<file path="src/insn_decode_pkg.sv">
// Function
// RULE1 - Byte ops: opcode, dest, bank, address fields
// RULE2 - Dest bit zero accumulator, one file
// RULE3 - Bank bit zero access bank, else bank select
// RULE4 - Bit ops: opcode, bit position, bank, address
// RULE5 - Low byte literal passed through unchanged
// RULE6 - Jump and call build 20-bit target
// RULE7 - File move: two words, two cycles, no flags
// RULE8 - Seven-bit offsets added to pointers
// RULE9 - Don't-care bits never change decoding
// RULE10 - Add with carry and add decode, all flags
// RULE11 - Compare skips decode, no flags, may skip
// RULE12 - Decrement forms decode with flag behaviour
// RULE13 - Increment forms decode with flag behaviour
// RULE14 - Logic, move, clear decode, zero/negative flags (clear sets the zero flag only)
// RULE15 - Cycle counts: one, two when flow changes
// RULE16 - Lone second word executes as no-operation
package insn_decode_pkg;

  localparam int WORD_W = 16;
  localparam int ADDR_W = 12;
  localparam int BANK_W = 4;
  localparam int TARGET_W = 20;
  localparam int OSC_PER_CYCLE = 4;

  // Field positions
  localparam int OPC_HI = 15;
  localparam int OPC_LO = 10;
  localparam int NIB_LO = 12;
  localparam int DEST_POS = 9;
  localparam int BANK_POS = 8;
  localparam int FAST_POS = 8;
  localparam int FILE_HI = 7;
  localparam int BITPOS_HI = 11;
  localparam int BITPOS_LO = 9;
  localparam int ADDR12_HI = 11;
  localparam int OFFS_HI = 6;
  localparam int PFX7_LO = 9;
  localparam int BYTE_HI_LO = 8;

  // Opcode values
  localparam logic [3:0] NIB_SECOND = 4'hF;
  localparam logic [3:0] NIB_FILE_MOVE = 4'hC;
  localparam logic [3:0] NIB_BIT_TOGGLE = 4'h7;
  localparam logic [3:0] NIB_BIT_SET = 4'h8;
  localparam logic [3:0] NIB_BIT_CLEAR = 4'h9;
  localparam logic [3:0] NIB_BIT_SKIP_SET = 4'hA;
  localparam logic [3:0] NIB_BIT_SKIP_CLR = 4'hB;
  localparam logic [7:0] BYTE_GOTO = 8'hEF;
  localparam logic [7:0] BYTE_ADD_LITERAL = 8'h0F;
  localparam logic [6:0] PFX_CALL = 7'h76;
  localparam logic [6:0] PFX_ZERO_FILE = 7'h35;
  localparam logic [6:0] PFX_CMP_LESS = 7'h30;
  localparam logic [6:0] PFX_CMP_EQUAL = 7'h31;
  localparam logic [6:0] PFX_CMP_GREATER = 7'h32;
  localparam logic [5:0] OPC_ADD_CARRY = 6'h08;
  localparam logic [5:0] OPC_ADD = 6'h09;
  localparam logic [5:0] OPC_AND = 6'h05;
  localparam logic [5:0] OPC_OR = 6'h04;
  localparam logic [5:0] OPC_COMPLEMENT = 6'h07;
  localparam logic [5:0] OPC_MOVE_FILE = 6'h14;
  localparam logic [5:0] OPC_DEC = 6'h01;
  localparam logic [5:0] OPC_DEC_SKIP_Z = 6'h0B;
  localparam logic [5:0] OPC_DEC_SKIP_NZ = 6'h13;
  localparam logic [5:0] OPC_INC = 6'h0A;
  localparam logic [5:0] OPC_INC_SKIP_Z = 6'h0F;
  localparam logic [15:0] WORD_NOP = 16'h0000;

  // Flag masks, order carry, digit carry, zero, overflow, negative
  localparam logic [4:0] FLAGS_ALL = 5'h1F;
  localparam logic [4:0] FLAGS_ZN = 5'h05;
  localparam logic [4:0] FLAGS_Z = 5'h04;
  localparam logic [4:0] FLAGS_NONE = 5'h00;

  // Cycle counts
  localparam logic [1:0] CYC_ONE = 2'h1;
  localparam logic [1:0] CYC_TWO = 2'h2;

  // Access bank number and offset padding
  localparam logic [BANK_W-1:0] BANK_ACCESS = 4'h0;
  localparam logic [4:0] OFFS_PAD = 5'h00;

  typedef enum logic [4:0] {
    op_unknown,
    op_nop,
    op_add_acc_carry_to_file,
    op_add_acc_to_file,
    op_and_acc_with_file,
    op_or_acc_with_file,
    op_complement_file,
    op_move_file_op,
    op_zero_file,
    op_compare_skip_less,
    op_compare_skip_equal,
    op_compare_skip_greater,
    op_decrement_file,
    op_decrement_skip_zero,
    op_decrement_skip_nonzero,
    op_increment_file,
    op_increment_skip_zero,
    op_bit_oriented,
    op_add_literal,
    op_goto,
    op_call,
    op_file_to_file_move
  } op_t;

  typedef enum logic {ph_first, ph_second} phase_t;

  typedef struct packed {
    op_t op;
    logic [4:0] flag_mask;
    logic can_skip;
    logic two_word;
    logic [1:0] cycles;
  } class_t;

  typedef struct packed {
    op_t op;
    logic [5:0] opcode;
    logic dest_file;
    logic bank_sel_en;
    logic fast;
    logic [7:0] file_addr;
    logic [ADDR_W-1:0] eff_addr;
    logic [2:0] bit_pos;
    logic [7:0] literal;
    logic [TARGET_W-1:0] target;
    logic [ADDR_W-1:0] src_addr;
    logic [ADDR_W-1:0] dst_addr;
    logic [4:0] flag_mask;
    logic can_skip;
    logic [1:0] cycles;
  } decoded_t;

  typedef struct packed {
    phase_t phase;
    logic [WORD_W-1:0] first_word;
    op_t pend_op;
    decoded_t dec;
    logic dec_valid;
  } core_state_t;

  localparam core_state_t STATE_RST = '0;

endpackage : insn_decode_pkg

</file>
<file path="src/instruction_word_decoder.sv">
`timescale 1ns/100ps
module instruction_word_decoder (
  input wire logic CLK_SYS_IN,
  input wire logic RSTN_IN,
  input wire logic [15:0] INSN_IN,
  input wire logic INSN_VALID_IN,
  input wire logic [3:0] BANK_SELECT_IN,
  input wire logic INDEXED_IN,
  input wire logic [11:0] SRC_PTR_IN,
  input wire logic [11:0] DST_PTR_IN,
  output insn_decode_pkg::decoded_t DEC_OUT,
  output logic DEC_VALID_OUT
);

  insn_decode_pkg::core_state_t cur;
  insn_decode_pkg::core_state_t next_cur;
  insn_decode_pkg::class_t cls;
  logic second_word;

  insn_class_lookup u_lookup (
    .word_in(INSN_IN),
    .cls_out(cls)
  );

  // Common fields of a first word
  function automatic insn_decode_pkg::decoded_t base_fields(
    input logic [15:0] w,
    input logic [3:0] bank
  );
    insn_decode_pkg::decoded_t d;
    d = '0;
    d.opcode = w[insn_decode_pkg::OPC_HI:insn_decode_pkg::OPC_LO]; // RULE1
    d.dest_file = w[insn_decode_pkg::DEST_POS]; // RULE2
    d.bank_sel_en = w[insn_decode_pkg::BANK_POS]; // RULE3
    d.fast = w[insn_decode_pkg::FAST_POS];
    d.file_addr = w[insn_decode_pkg::FILE_HI:0]; // RULE1
    if (w[insn_decode_pkg::BANK_POS]) begin
      d.eff_addr = {bank, w[insn_decode_pkg::FILE_HI:0]}; // RULE3
    end else begin
      d.eff_addr = {insn_decode_pkg::BANK_ACCESS,
                    w[insn_decode_pkg::FILE_HI:0]}; // RULE3
    end
    d.bit_pos = w[insn_decode_pkg::BITPOS_HI:insn_decode_pkg::BITPOS_LO]; // RULE4
    d.literal = w[insn_decode_pkg::FILE_HI:0]; // RULE5
    d.target = {12'h000, w[insn_decode_pkg::FILE_HI:0]};
    return d;
  endfunction : base_fields

  assign second_word = INSN_IN[15:insn_decode_pkg::NIB_LO]
                       == insn_decode_pkg::NIB_SECOND;

  always_comb begin
    next_cur = cur;
    next_cur.dec_valid = 1'b0;
    if (INSN_VALID_IN) begin
      if (cur.phase == insn_decode_pkg::ph_second && second_word) begin
        next_cur.phase = insn_decode_pkg::ph_first;
        next_cur.dec_valid = 1'b1;
        next_cur.dec = base_fields(cur.first_word, BANK_SELECT_IN);
        next_cur.dec.op = cur.pend_op;
        next_cur.dec.target = {INSN_IN[insn_decode_pkg::ADDR12_HI:0],
                               cur.first_word[insn_decode_pkg::FILE_HI:0]}; // RULE6
        if (INDEXED_IN) begin
          next_cur.dec.src_addr = SRC_PTR_IN + {insn_decode_pkg::OFFS_PAD,
            cur.first_word[insn_decode_pkg::OFFS_HI:0]}; // RULE8
          next_cur.dec.dst_addr = DST_PTR_IN + {insn_decode_pkg::OFFS_PAD,
            INSN_IN[insn_decode_pkg::OFFS_HI:0]}; // RULE8
        end else begin
          next_cur.dec.src_addr =
            cur.first_word[insn_decode_pkg::ADDR12_HI:0]; // RULE7
          next_cur.dec.dst_addr = INSN_IN[insn_decode_pkg::ADDR12_HI:0]; // RULE7
        end
        next_cur.dec.flag_mask = insn_decode_pkg::FLAGS_NONE; // RULE7
        next_cur.dec.can_skip = 1'b0;
        next_cur.dec.cycles = insn_decode_pkg::CYC_TWO; // RULE15
      end else if (cls.two_word) begin
        next_cur.phase = insn_decode_pkg::ph_second;
        next_cur.first_word = INSN_IN;
        next_cur.pend_op = cls.op;
      end else begin
        next_cur.phase = insn_decode_pkg::ph_first;
        next_cur.dec_valid = 1'b1;
        next_cur.dec = base_fields(INSN_IN, BANK_SELECT_IN);
        next_cur.dec.op = cls.op; // RULE16
        next_cur.dec.flag_mask = cls.flag_mask;
        next_cur.dec.can_skip = cls.can_skip; // RULE11
        next_cur.dec.cycles = cls.cycles; // RULE15
      end
    end
  end

  always_ff @(posedge CLK_SYS_IN or negedge RSTN_IN) begin
    if (!RSTN_IN) begin
      cur <= insn_decode_pkg::STATE_RST;
    end else begin
      cur <= next_cur;
    end
  end

  assign DEC_OUT = cur.dec;
  assign DEC_VALID_OUT = cur.dec_valid;
endmodule : instruction_word_decoder

</file>
<file path="src/insn_class_lookup.sv">
`timescale 1ns/100ps
module insn_class_lookup (
  input wire logic [15:0] word_in,
  output insn_decode_pkg::class_t cls_out
);

  // Field compares plus one full-word compare for WORD_NOP; don't-care positions never reach a compare
  always_comb begin // RULE9
    cls_out = '0;
    cls_out.op = insn_decode_pkg::op_unknown;
    cls_out.flag_mask = insn_decode_pkg::FLAGS_NONE;
    cls_out.cycles = insn_decode_pkg::CYC_ONE; // RULE15
    if (word_in[15:12] == insn_decode_pkg::NIB_SECOND) begin
      cls_out.op = insn_decode_pkg::op_nop; // RULE16
    end else if (word_in == insn_decode_pkg::WORD_NOP) begin
      cls_out.op = insn_decode_pkg::op_nop;
    end else if (word_in[15:12] == insn_decode_pkg::NIB_FILE_MOVE) begin
      cls_out.op = insn_decode_pkg::op_file_to_file_move; // RULE7
      cls_out.two_word = 1'b1;
      cls_out.cycles = insn_decode_pkg::CYC_TWO;
    end else if (word_in[15:8] == insn_decode_pkg::BYTE_GOTO) begin
      cls_out.op = insn_decode_pkg::op_goto; // RULE6
      cls_out.two_word = 1'b1;
      cls_out.cycles = insn_decode_pkg::CYC_TWO;
    end else if (word_in[15:9] == insn_decode_pkg::PFX_CALL) begin
      cls_out.op = insn_decode_pkg::op_call; // RULE6
      cls_out.two_word = 1'b1;
      cls_out.cycles = insn_decode_pkg::CYC_TWO;
    end else if (word_in[15:8] == insn_decode_pkg::BYTE_ADD_LITERAL) begin
      cls_out.op = insn_decode_pkg::op_add_literal; // RULE5
      cls_out.flag_mask = insn_decode_pkg::FLAGS_ALL;
    end else if (word_in[15:9] == insn_decode_pkg::PFX_ZERO_FILE) begin
      cls_out.op = insn_decode_pkg::op_zero_file; // RULE14
      cls_out.flag_mask = insn_decode_pkg::FLAGS_Z;
    end else if (word_in[15:9] == insn_decode_pkg::PFX_CMP_LESS) begin
      cls_out.op = insn_decode_pkg::op_compare_skip_less; // RULE11
      cls_out.can_skip = 1'b1;
    end else if (word_in[15:9] == insn_decode_pkg::PFX_CMP_EQUAL) begin
      cls_out.op = insn_decode_pkg::op_compare_skip_equal; // RULE11
      cls_out.can_skip = 1'b1;
    end else if (word_in[15:9] == insn_decode_pkg::PFX_CMP_GREATER) begin
      cls_out.op = insn_decode_pkg::op_compare_skip_greater; // RULE11
      cls_out.can_skip = 1'b1;
    end else begin
      case (word_in[15:10])
        insn_decode_pkg::OPC_ADD_CARRY: begin
          cls_out.op = insn_decode_pkg::op_add_acc_carry_to_file; // RULE10
          cls_out.flag_mask = insn_decode_pkg::FLAGS_ALL;
        end
        insn_decode_pkg::OPC_ADD: begin
          cls_out.op = insn_decode_pkg::op_add_acc_to_file; // RULE10
          cls_out.flag_mask = insn_decode_pkg::FLAGS_ALL;
        end
        insn_decode_pkg::OPC_AND: begin
          cls_out.op = insn_decode_pkg::op_and_acc_with_file; // RULE14
          cls_out.flag_mask = insn_decode_pkg::FLAGS_ZN;
        end
        insn_decode_pkg::OPC_OR: begin
          cls_out.op = insn_decode_pkg::op_or_acc_with_file; // RULE14
          cls_out.flag_mask = insn_decode_pkg::FLAGS_ZN;
        end
        insn_decode_pkg::OPC_COMPLEMENT: begin
          cls_out.op = insn_decode_pkg::op_complement_file; // RULE14
          cls_out.flag_mask = insn_decode_pkg::FLAGS_ZN;
        end
        insn_decode_pkg::OPC_MOVE_FILE: begin
          cls_out.op = insn_decode_pkg::op_move_file_op; // RULE14
          cls_out.flag_mask = insn_decode_pkg::FLAGS_ZN;
        end
        insn_decode_pkg::OPC_DEC: begin
          cls_out.op = insn_decode_pkg::op_decrement_file; // RULE12
          cls_out.flag_mask = insn_decode_pkg::FLAGS_ALL;
        end
        insn_decode_pkg::OPC_DEC_SKIP_Z: begin
          cls_out.op = insn_decode_pkg::op_decrement_skip_zero; // RULE12
          cls_out.can_skip = 1'b1;
        end
        insn_decode_pkg::OPC_DEC_SKIP_NZ: begin
          cls_out.op = insn_decode_pkg::op_decrement_skip_nonzero; // RULE12
          cls_out.can_skip = 1'b1;
        end
        insn_decode_pkg::OPC_INC: begin
          cls_out.op = insn_decode_pkg::op_increment_file; // RULE13
          cls_out.flag_mask = insn_decode_pkg::FLAGS_ALL;
        end
        insn_decode_pkg::OPC_INC_SKIP_Z: begin
          cls_out.op = insn_decode_pkg::op_increment_skip_zero; // RULE13
          cls_out.can_skip = 1'b1;
        end
        default: begin
          case (word_in[15:12])
            insn_decode_pkg::NIB_BIT_TOGGLE,
            insn_decode_pkg::NIB_BIT_SET,
            insn_decode_pkg::NIB_BIT_CLEAR: begin
              cls_out.op = insn_decode_pkg::op_bit_oriented; // RULE4
            end
            insn_decode_pkg::NIB_BIT_SKIP_SET,
            insn_decode_pkg::NIB_BIT_SKIP_CLR: begin
              cls_out.op = insn_decode_pkg::op_bit_oriented; // RULE4
              cls_out.can_skip = 1'b1;
            end
            default: begin
              cls_out.op = insn_decode_pkg::op_unknown;
            end
          endcase
        end
      endcase
    end
  end

endmodule : insn_class_lookup

</file>
<file path="config.mk">
export PLATFORM = sky130hd
export DESIGN_NAME = instruction_word_decoder
export DESIGN_NICKNAME = d
export VERILOG_FILES = /design/src/insn_decode_pkg.sv /design/src/instruction_word_decoder.sv /design/src/insn_class_lookup.sv
export SDC_FILE = /design/constraint.sdc
export NUM_CORES = 1
export LEC_CHECK = 0
export BUFFER_PORTS_ARGS = -buffer_cell sky130_fd_sc_hd__buf_2
export CAP_MARGIN = 40
export CORE_MARGIN = 2
export CORE_UTILIZATION = 54
export DETAILED_ROUTE_END_ITERATION = 8
export GPL_ROUTABILITY_DRIVEN = 0
export HOLD_SLACK_MARGIN = 0.06
export PLACE_DENSITY = 0.81
export SYNTH_ARGS = -nofsm -noshare
export SYNTH_HDL_FRONTEND = slang
export SYNTH_SLANG_ARGS = --single-unit
</file>
<file path="constraint.sdc">
create_clock -name CLK_SYS_IN -period 2.1 [get_ports CLK_SYS_IN]
set_input_delay 0.21 -clock CLK_SYS_IN [delete_from_list [all_inputs] [get_ports CLK_SYS_IN]]
set_output_delay 0.21 -clock CLK_SYS_IN [all_outputs]
set_load 0.005 [all_outputs]
</file>
==> impl_metrics.yaml, run 1 <==
pwr:
  p_total_w: 0.00439
  p_per_area_nw_per_um2: 717
  p_leak_nw: 3.05
  peakVddDrop_v: 0.000507
logic_synthesis:
  yosys_warnings: 0
  synth_edf_count: 0
  synth-seq-cells: 90
  syn-mean-instance-area_um2: 8.70
  mappedNetlistNets: 716
  async_flop_share_pct: 100
  syn_inst: 652
  ys_seq_area_share_pct: 39.7
  syn-cell-area_um2: 5670
  ys_types: 53
  synthFlopType: "dfrtp_1"
layout:
  final_util_pct: 59.6
  syn_to_final_growth_pct: 8.06
  fill_cells: 932
  drive_gt1_share_pct: 29.5
  multi_input_area_um2: 2480
  regArea_um2: 2250
  num-nets-final: 763
sta:
  slew_viol_final: 0
  slew_headroom_pct: 58.0
  finalHoldWorstSlack_ps: 75.6
  clock_skew_ps: 10.7
  worst_pin_slew_ps: 628
  fmax_mhz: 504
  rsz0062_at_grt: "false"
  min_period_ps: 1980
  fin_crit_sh_pct: 94.4
  timing.final.hold_violations: 0
  setup_viol: 0
global_route:
  grt.total_usage_pct: 26.4
  grt_pass1_wl_um: 23500
  grt-ovfl-total: 0
  antenna_found_initial: 0
  grt_max_degree: 61
  grt_pass1_vias: 4593
clock_tree:
  cts_tree: "built"
  clock-sinks: 90
  root_buffer: "clkbuf_8"
  numCtsBuffers: 9
  clkSlewWorstSetupHoldPaths_ps: 100
  htree_levels: 3
  insertion_delay_ps: 370
  clockBufferDepth: 2
  cts_setup_buffers: 0
critical_path:
  cp-end-kind: "flip-flop"
  startpoint_type: "flip-flop"
  crit_arrival_ps: 2230
  critical_path_class: "reg2reg"
  crit_required_ps: 2350
  critPathMaxFanout: 4
routing:
  drt-vias-per-instance: 5.76
  drtIter0Drc: 345
  ant_nets: 0
  vias: 4848
  wl_per_cell_um: 17.4
  drc: 0
  drt_pass1_iterations: 5
  drt_wl_total_um: 14700
floorplanning:
  row_count: 37
  die-area_um2: 11300
  die_x_um: 106
  coreArea_um2: 10300
  die_h_um: 106
  io_pins: 146
  initial_utilization_pct: 55.2
placement:
  io_buffers: 145
  hpwl_um: 10600
job:
  max-cap-violations: 0
outcome:
  status: "complete, no violations"
min_path:
  hold_class: "in2reg"
state kept, by name, summed over array words and instances, names as in the netlist:
name and count:
DEC_OUT 67, cur 22, DEC_VALID_OUT 1
layout make-up:
cell class	instances	area share, %
antenna	2	0.0817
clock buffer	9	2.02
clock inverter	7	1.39
inverter	14	0.858
multi-input combinational	414	40.4
sequential	90	36.8
tap	136	2.78
timing repair buffer	170	15.7
worst paths after layout:
check,from,to,slack (ps),depth (start not counted)
setup / recovery,cur[103],DEC_OUT[30],120,9
hold / removal,BANK_SELECT_IN[0],DEC_OUT[71],80,2
hold reg to reg,DEC_OUT[44],DEC_OUT[44],470,2
min in group asynchronous,RSTN_IN,DEC_OUT[1],250,2
setup reg to reg,cur[103],DEC_OUT[30],120,9
max in group asynchronous,RSTN_IN,DEC_OUT[12],1240,3
power by group:
| part | switching (W) | total, W | internal [W] |
|---|---|---|---|
| Combinational | 0.000600 | 0.00110 | 0.000498 |
| Sequential | 0.000144 | 0.00204 | 0.00190 |
| Clock | 0.000682 | 0.00125 | 0.000573 |
repair_timing:
action	CTS	global route
endpoints found under the setup margin	2	4
resized for setup	1	6
pin swaps	2	4
endpoints found under the hold margin	67	0
hold buffers	3	0
cells in the final DEF (no fill, tap or decap), types with 3 or more instances in the layout:
cell and instances:
buf_2 144, nand2_1 98, dfrtp_1 90, nor2_1 50, a21oi_1 34, o21ai_0 31, nand3_1 20, buf_4 20
a31oi_1 19, nor3_1 15, inv_1 13, ha_1 13, xnor2_1 12, o31ai_1 9, clkbuf_8 9, and3_1 8
mux2_2 7, o21a_1 6, nand4_1 6, nor3b_1 6, mux2i_1 6, nor2b_1 5, o22ai_1 5, o21ai_1 5
nand2b_1 5, mux2_4 5, xor2_1 5, nor4_1 4, a22o_1 4, o211ai_1 4, a21o_1 3, dlygate4sd3_1 3
buf_12 3
Yosys cell counts (2+ instances only):
library cell | n | share of area (%)
nor2_1 | 50 | 3.3
xor2_1 | 5 | 0.77
mux2_2 | 7 | 1.4
buf_1 | 2 | 0.13
ha_1 | 14 | 3.1
o21ai_0 | 32 | 2.8
fa_1 | 2 | 0.71
buf_2 | 20 | 1.8
o211ai_1 | 4 | 0.53
nand3_2 | 2 | 0.35
and3_1 | 8 | 0.88
inv_1 | 13 | 0.86
clkbuf_1 | 11 | 0.73
nand2_1 | 98 | 6.5
a21oi_1 | 35 | 3.1
buf_4 | 100 | 13
o21ai_1 | 5 | 0.44
mux2i_1 | 6 | 1.1
xnor2_1 | 12 | 1.9
nor3b_1 | 6 | 0.79
and2_1 | 2 | 0.22
a31oi_1 | 19 | 2.1
o41ai_1 | 3 | 0.46
dfrtp_1 | 90 | 40
nor4_1 | 4 | 0.44
nand3_1 | 20 | 1.8
a21o_1 | 3 | 0.40
o31ai_1 | 9 | 1.2
o22ai_1 | 5 | 0.55
nor3_1 | 15 | 1.3
a22o_1 | 4 | 0.62
nor2b_1 | 6 | 0.66
nand4b_1 | 2 | 0.31
nand4_1 | 6 | 0.66
o21a_1 | 6 | 0.79
nand2b_1 | 5 | 0.55
mux2_4 | 5 | 1.3
per-stage QoR:
step	setup slack, ps	cell area (µm²)	setup TNS (ps)	cells
CTS	47.9	6100	0	840
floorplan	266	5670	0	652
global route	2.76	6120	0	840
detailed placement	-9.33	5860	-9.33	821
global placement	76.0	5860	0	821
finish	117	6130	0	842
critical path, stage by stage (launching register included):
cell and delay, ps:
dfrtp_1 420, ha_2 200, inv_1 60, fa_2 350, nor2b_2 130, o21a_1 170
o21ai_2 100, a21oi_1 170, xnor2_1 150, o22ai_1 100
layer usage:
layer  part of all wire [%]  global-route usage (%)  routed length [µm]  vias up
met5                      0                       0                   0        -
met3                    8.0                    4.84                1180       28
met2                     50                    45.0                7300      249
li1                       -                       -                   -     2236
met4                    2.5                    9.55                 365        0
met1                     40                    33.5                5840     2335
cells by family (layout without fill, tap and decap cells):
kind of cell             count (synthesis)  count (layout)  synth area share, %
AND/OR/NAND/NOR                        230             230                 18.7
buffers and inverters                  148             200                 17.0
AO/OA/AOI/OAI                          133             133                 14.4
flip-flops                              90              90                 39.7
multiplexers                            18              18                 3.77
XOR/XNOR                                17              17                 2.63
adder cells (fa/ha/maj)                 16              16                 3.80
other                                    0               2                    0
(Power assumes the default switching activity.)
==> run 2, diff against run 1 <==
clock period = 2.25 ns   (was 2.1 ns; I/O delays follow)
==> run 2 against run 1 <==
First-iteration DRC count fell by 22%. Register-to-register slack improved by 100 ps. Utilization fell by 0.94 points. Setup slack improved by 100 ps. Non-clock buffer count fell by 6. Wire length fell by 3.8%. Critical path type unchanged. Largest cell class unchanged. Clock skew fell by 1.1 ps. Die area did not move.
==> impl_metrics.yaml, run 2 (synthesis results as in run 1) <==
layout:
  num-nets-final: 757
  largest_register_ffs: 67
  syn_to_final_growth_pct: 6.36
  multi_input_area_um2: 2450
  final_common_cell: "buf_2"
  final_cell_mix: "buf_2 (144), nand2_1 (98), dfrtp_1 (90)"
  design_area_um2: 6030
  drive_gt1_share_pct: 28.4
  final_util_pct: 58.7
  fill_cells: 932
  regArea_um2: 2250
critical_path:
  startpoint_type: "flip-flop"
  crit_arrival_ps: 2270
  critical_path_class: "reg2reg"
  rr_worst_depth: 9
  cp-end-kind: "flip-flop"
  slowest_delay_ps: 400
  critPathMaxFanout: 4
  crit_family: "adder cells"
  cp_cell_sequence: "ha_1 -> inv_1 -> fa_1 -> nor2b_1 -> o21a_1 -> o21ai_1 -> a21oi_1 -> xnor2_1 -> o22ai_1"
  reg2reg_from: "cur[103]"
  crit_slowest_cell: "dfrtp_1"
  cp-startpoint: "cur[103]"
  crit_required_ps: 2500
  worstReg2RegEnd: "DEC_OUT[30]"
  r2r_slack_ps: 220
  cp_num_buf_inv: 1
min_path:
  hold_class: "in2reg"
  min_path_cells: 2
  hp-start: "BANK_SELECT_IN[3]"
  holdPathEnd: "DEC_OUT[74]"
clock_tree:
  root_buffer: "clkbuf_8"
  clockBufferDepth: 2
  numCtsBuffers: 9
  htree_levels: 3
  cts_tree: "built"
  clkSlewWorstSetupHoldPaths_ps: 90
  insertion_delay_ps: 360
  cts_setup_buffers: 0
  clock-sinks: 90
floorplanning:
  coreArea_um2: 10300
  initial_utilization_pct: 55.2
  die_h_um: 106
  io_pins: 146
  die_x_um: 106
  row_count: 37
  die-area_um2: 11300
sta:
  rsz0062_at_grt: "false"
  setup_viol: 0
  clock_skew_ps: 9.52
  slew_viol_final: 0
  min_period_ps: 2030
  fin_crit_sh_pct: 90.2
  timing.final.hold_violations: 0
  layout_setup_ws_ps: 221
  worst_pin_slew_ps: 647
  fmax_mhz: 493
  slew_headroom_pct: 56.3
  tns_ps: 0
global_route:
  grt_pass1_vias: 4476
  grt-ovfl-total: 0
  grt_pass1_wl_um: 22600
  antenna_found_initial: 2
  grt.total_usage_pct: 25.4
  grt_max_degree: 61
placement:
  hpwl_um: 10200
  io_buffers: 145
  post_dp_cell_area_um2: 5830
  pre_cts_ws_ps: 104
routing:
  drc: 0
  wl_per_cell_um: 16.9
  drt-met1-wl_um: 5590
  drt-vias-per-instance: 5.73
  drt_wl_total_um: 14100
  met3_length_um: 1120
  drtIter0Drc: 270
  vias: 4787
  ant_nets: 0
  top_layer_used: "met5"
  met2_length_um: 7100
  drt_pass1_iterations: 7
pwr:
  p_per_area_nw_per_um2: 653
  peakVddDrop_v: 0.000391
  p_leak_nw: 3.01
job:
  max-cap-violations: 0
outcome:
  status: "complete, no violations"
## run 2: area by class of cell
cell class / instances / area share (%)
Multi-Input combinational cell: 414 / 40.7
Sequential cell: 90 / 37.4
Timing Repair Buffer: 164 / 15.1
Tap cell: 136 / 2.82
Clock buffer: 9 / 2.05
Clock inverter: 7 / 1.06
Inverter: 14 / 0.872
Antenna cell: 1 / 0.0415
## run 2: how the worst max path moves through the flow
| stage | end | cells past startpoint | slack (ps) |
|---|---|---|---|
| after floorplan | DEC_OUT[28] | 9 | 420 |
| after global routing | DEC_OUT[28] | 9 | 60 |
| after detailed placement | DEC_OUT[16] | 9 | 100 |
| after global placement | DEC_OUT[16] | 9 | 220 |
| final | DEC_OUT[30] | 9 | 220 |
| after CTS | DEC_OUT[30] | 9 | 160 |
## run 2: power by group
group	internal [W]	total, W	switching (W)
clock network	0.000420	0.00104	0.000619
registers	0.00177	0.00191	0.000138
logic	0.000449	0.000987	0.000538
## run 2: metrics by stage
step	instances	hold slack, ps	power (W)
floorplan	652	-70.6	0.00268
finish	835	72.2	0.00393
global placement	817	186	0.00286
CTS	834	61.8	0.00396
detailed placement	817	190	0.00291
global route	835	63.9	0.00417
## run 2: repair_timing
item                                    in CTS  in global routing
resized for setup                            0                  1
endpoints found under the hold margin       29                  0
hold buffers                                 1                  0
endpoints found under the setup margin       0                  3
## run 2: per-layer routing
layer / vias to the layer above / global-route usage (%)
li1: 2220 / -
met1: 2316 / 31.5
met2: 225 / 44.6
met3: 24 / 5.46
met4: 2 / 7.24
met5: - / 0
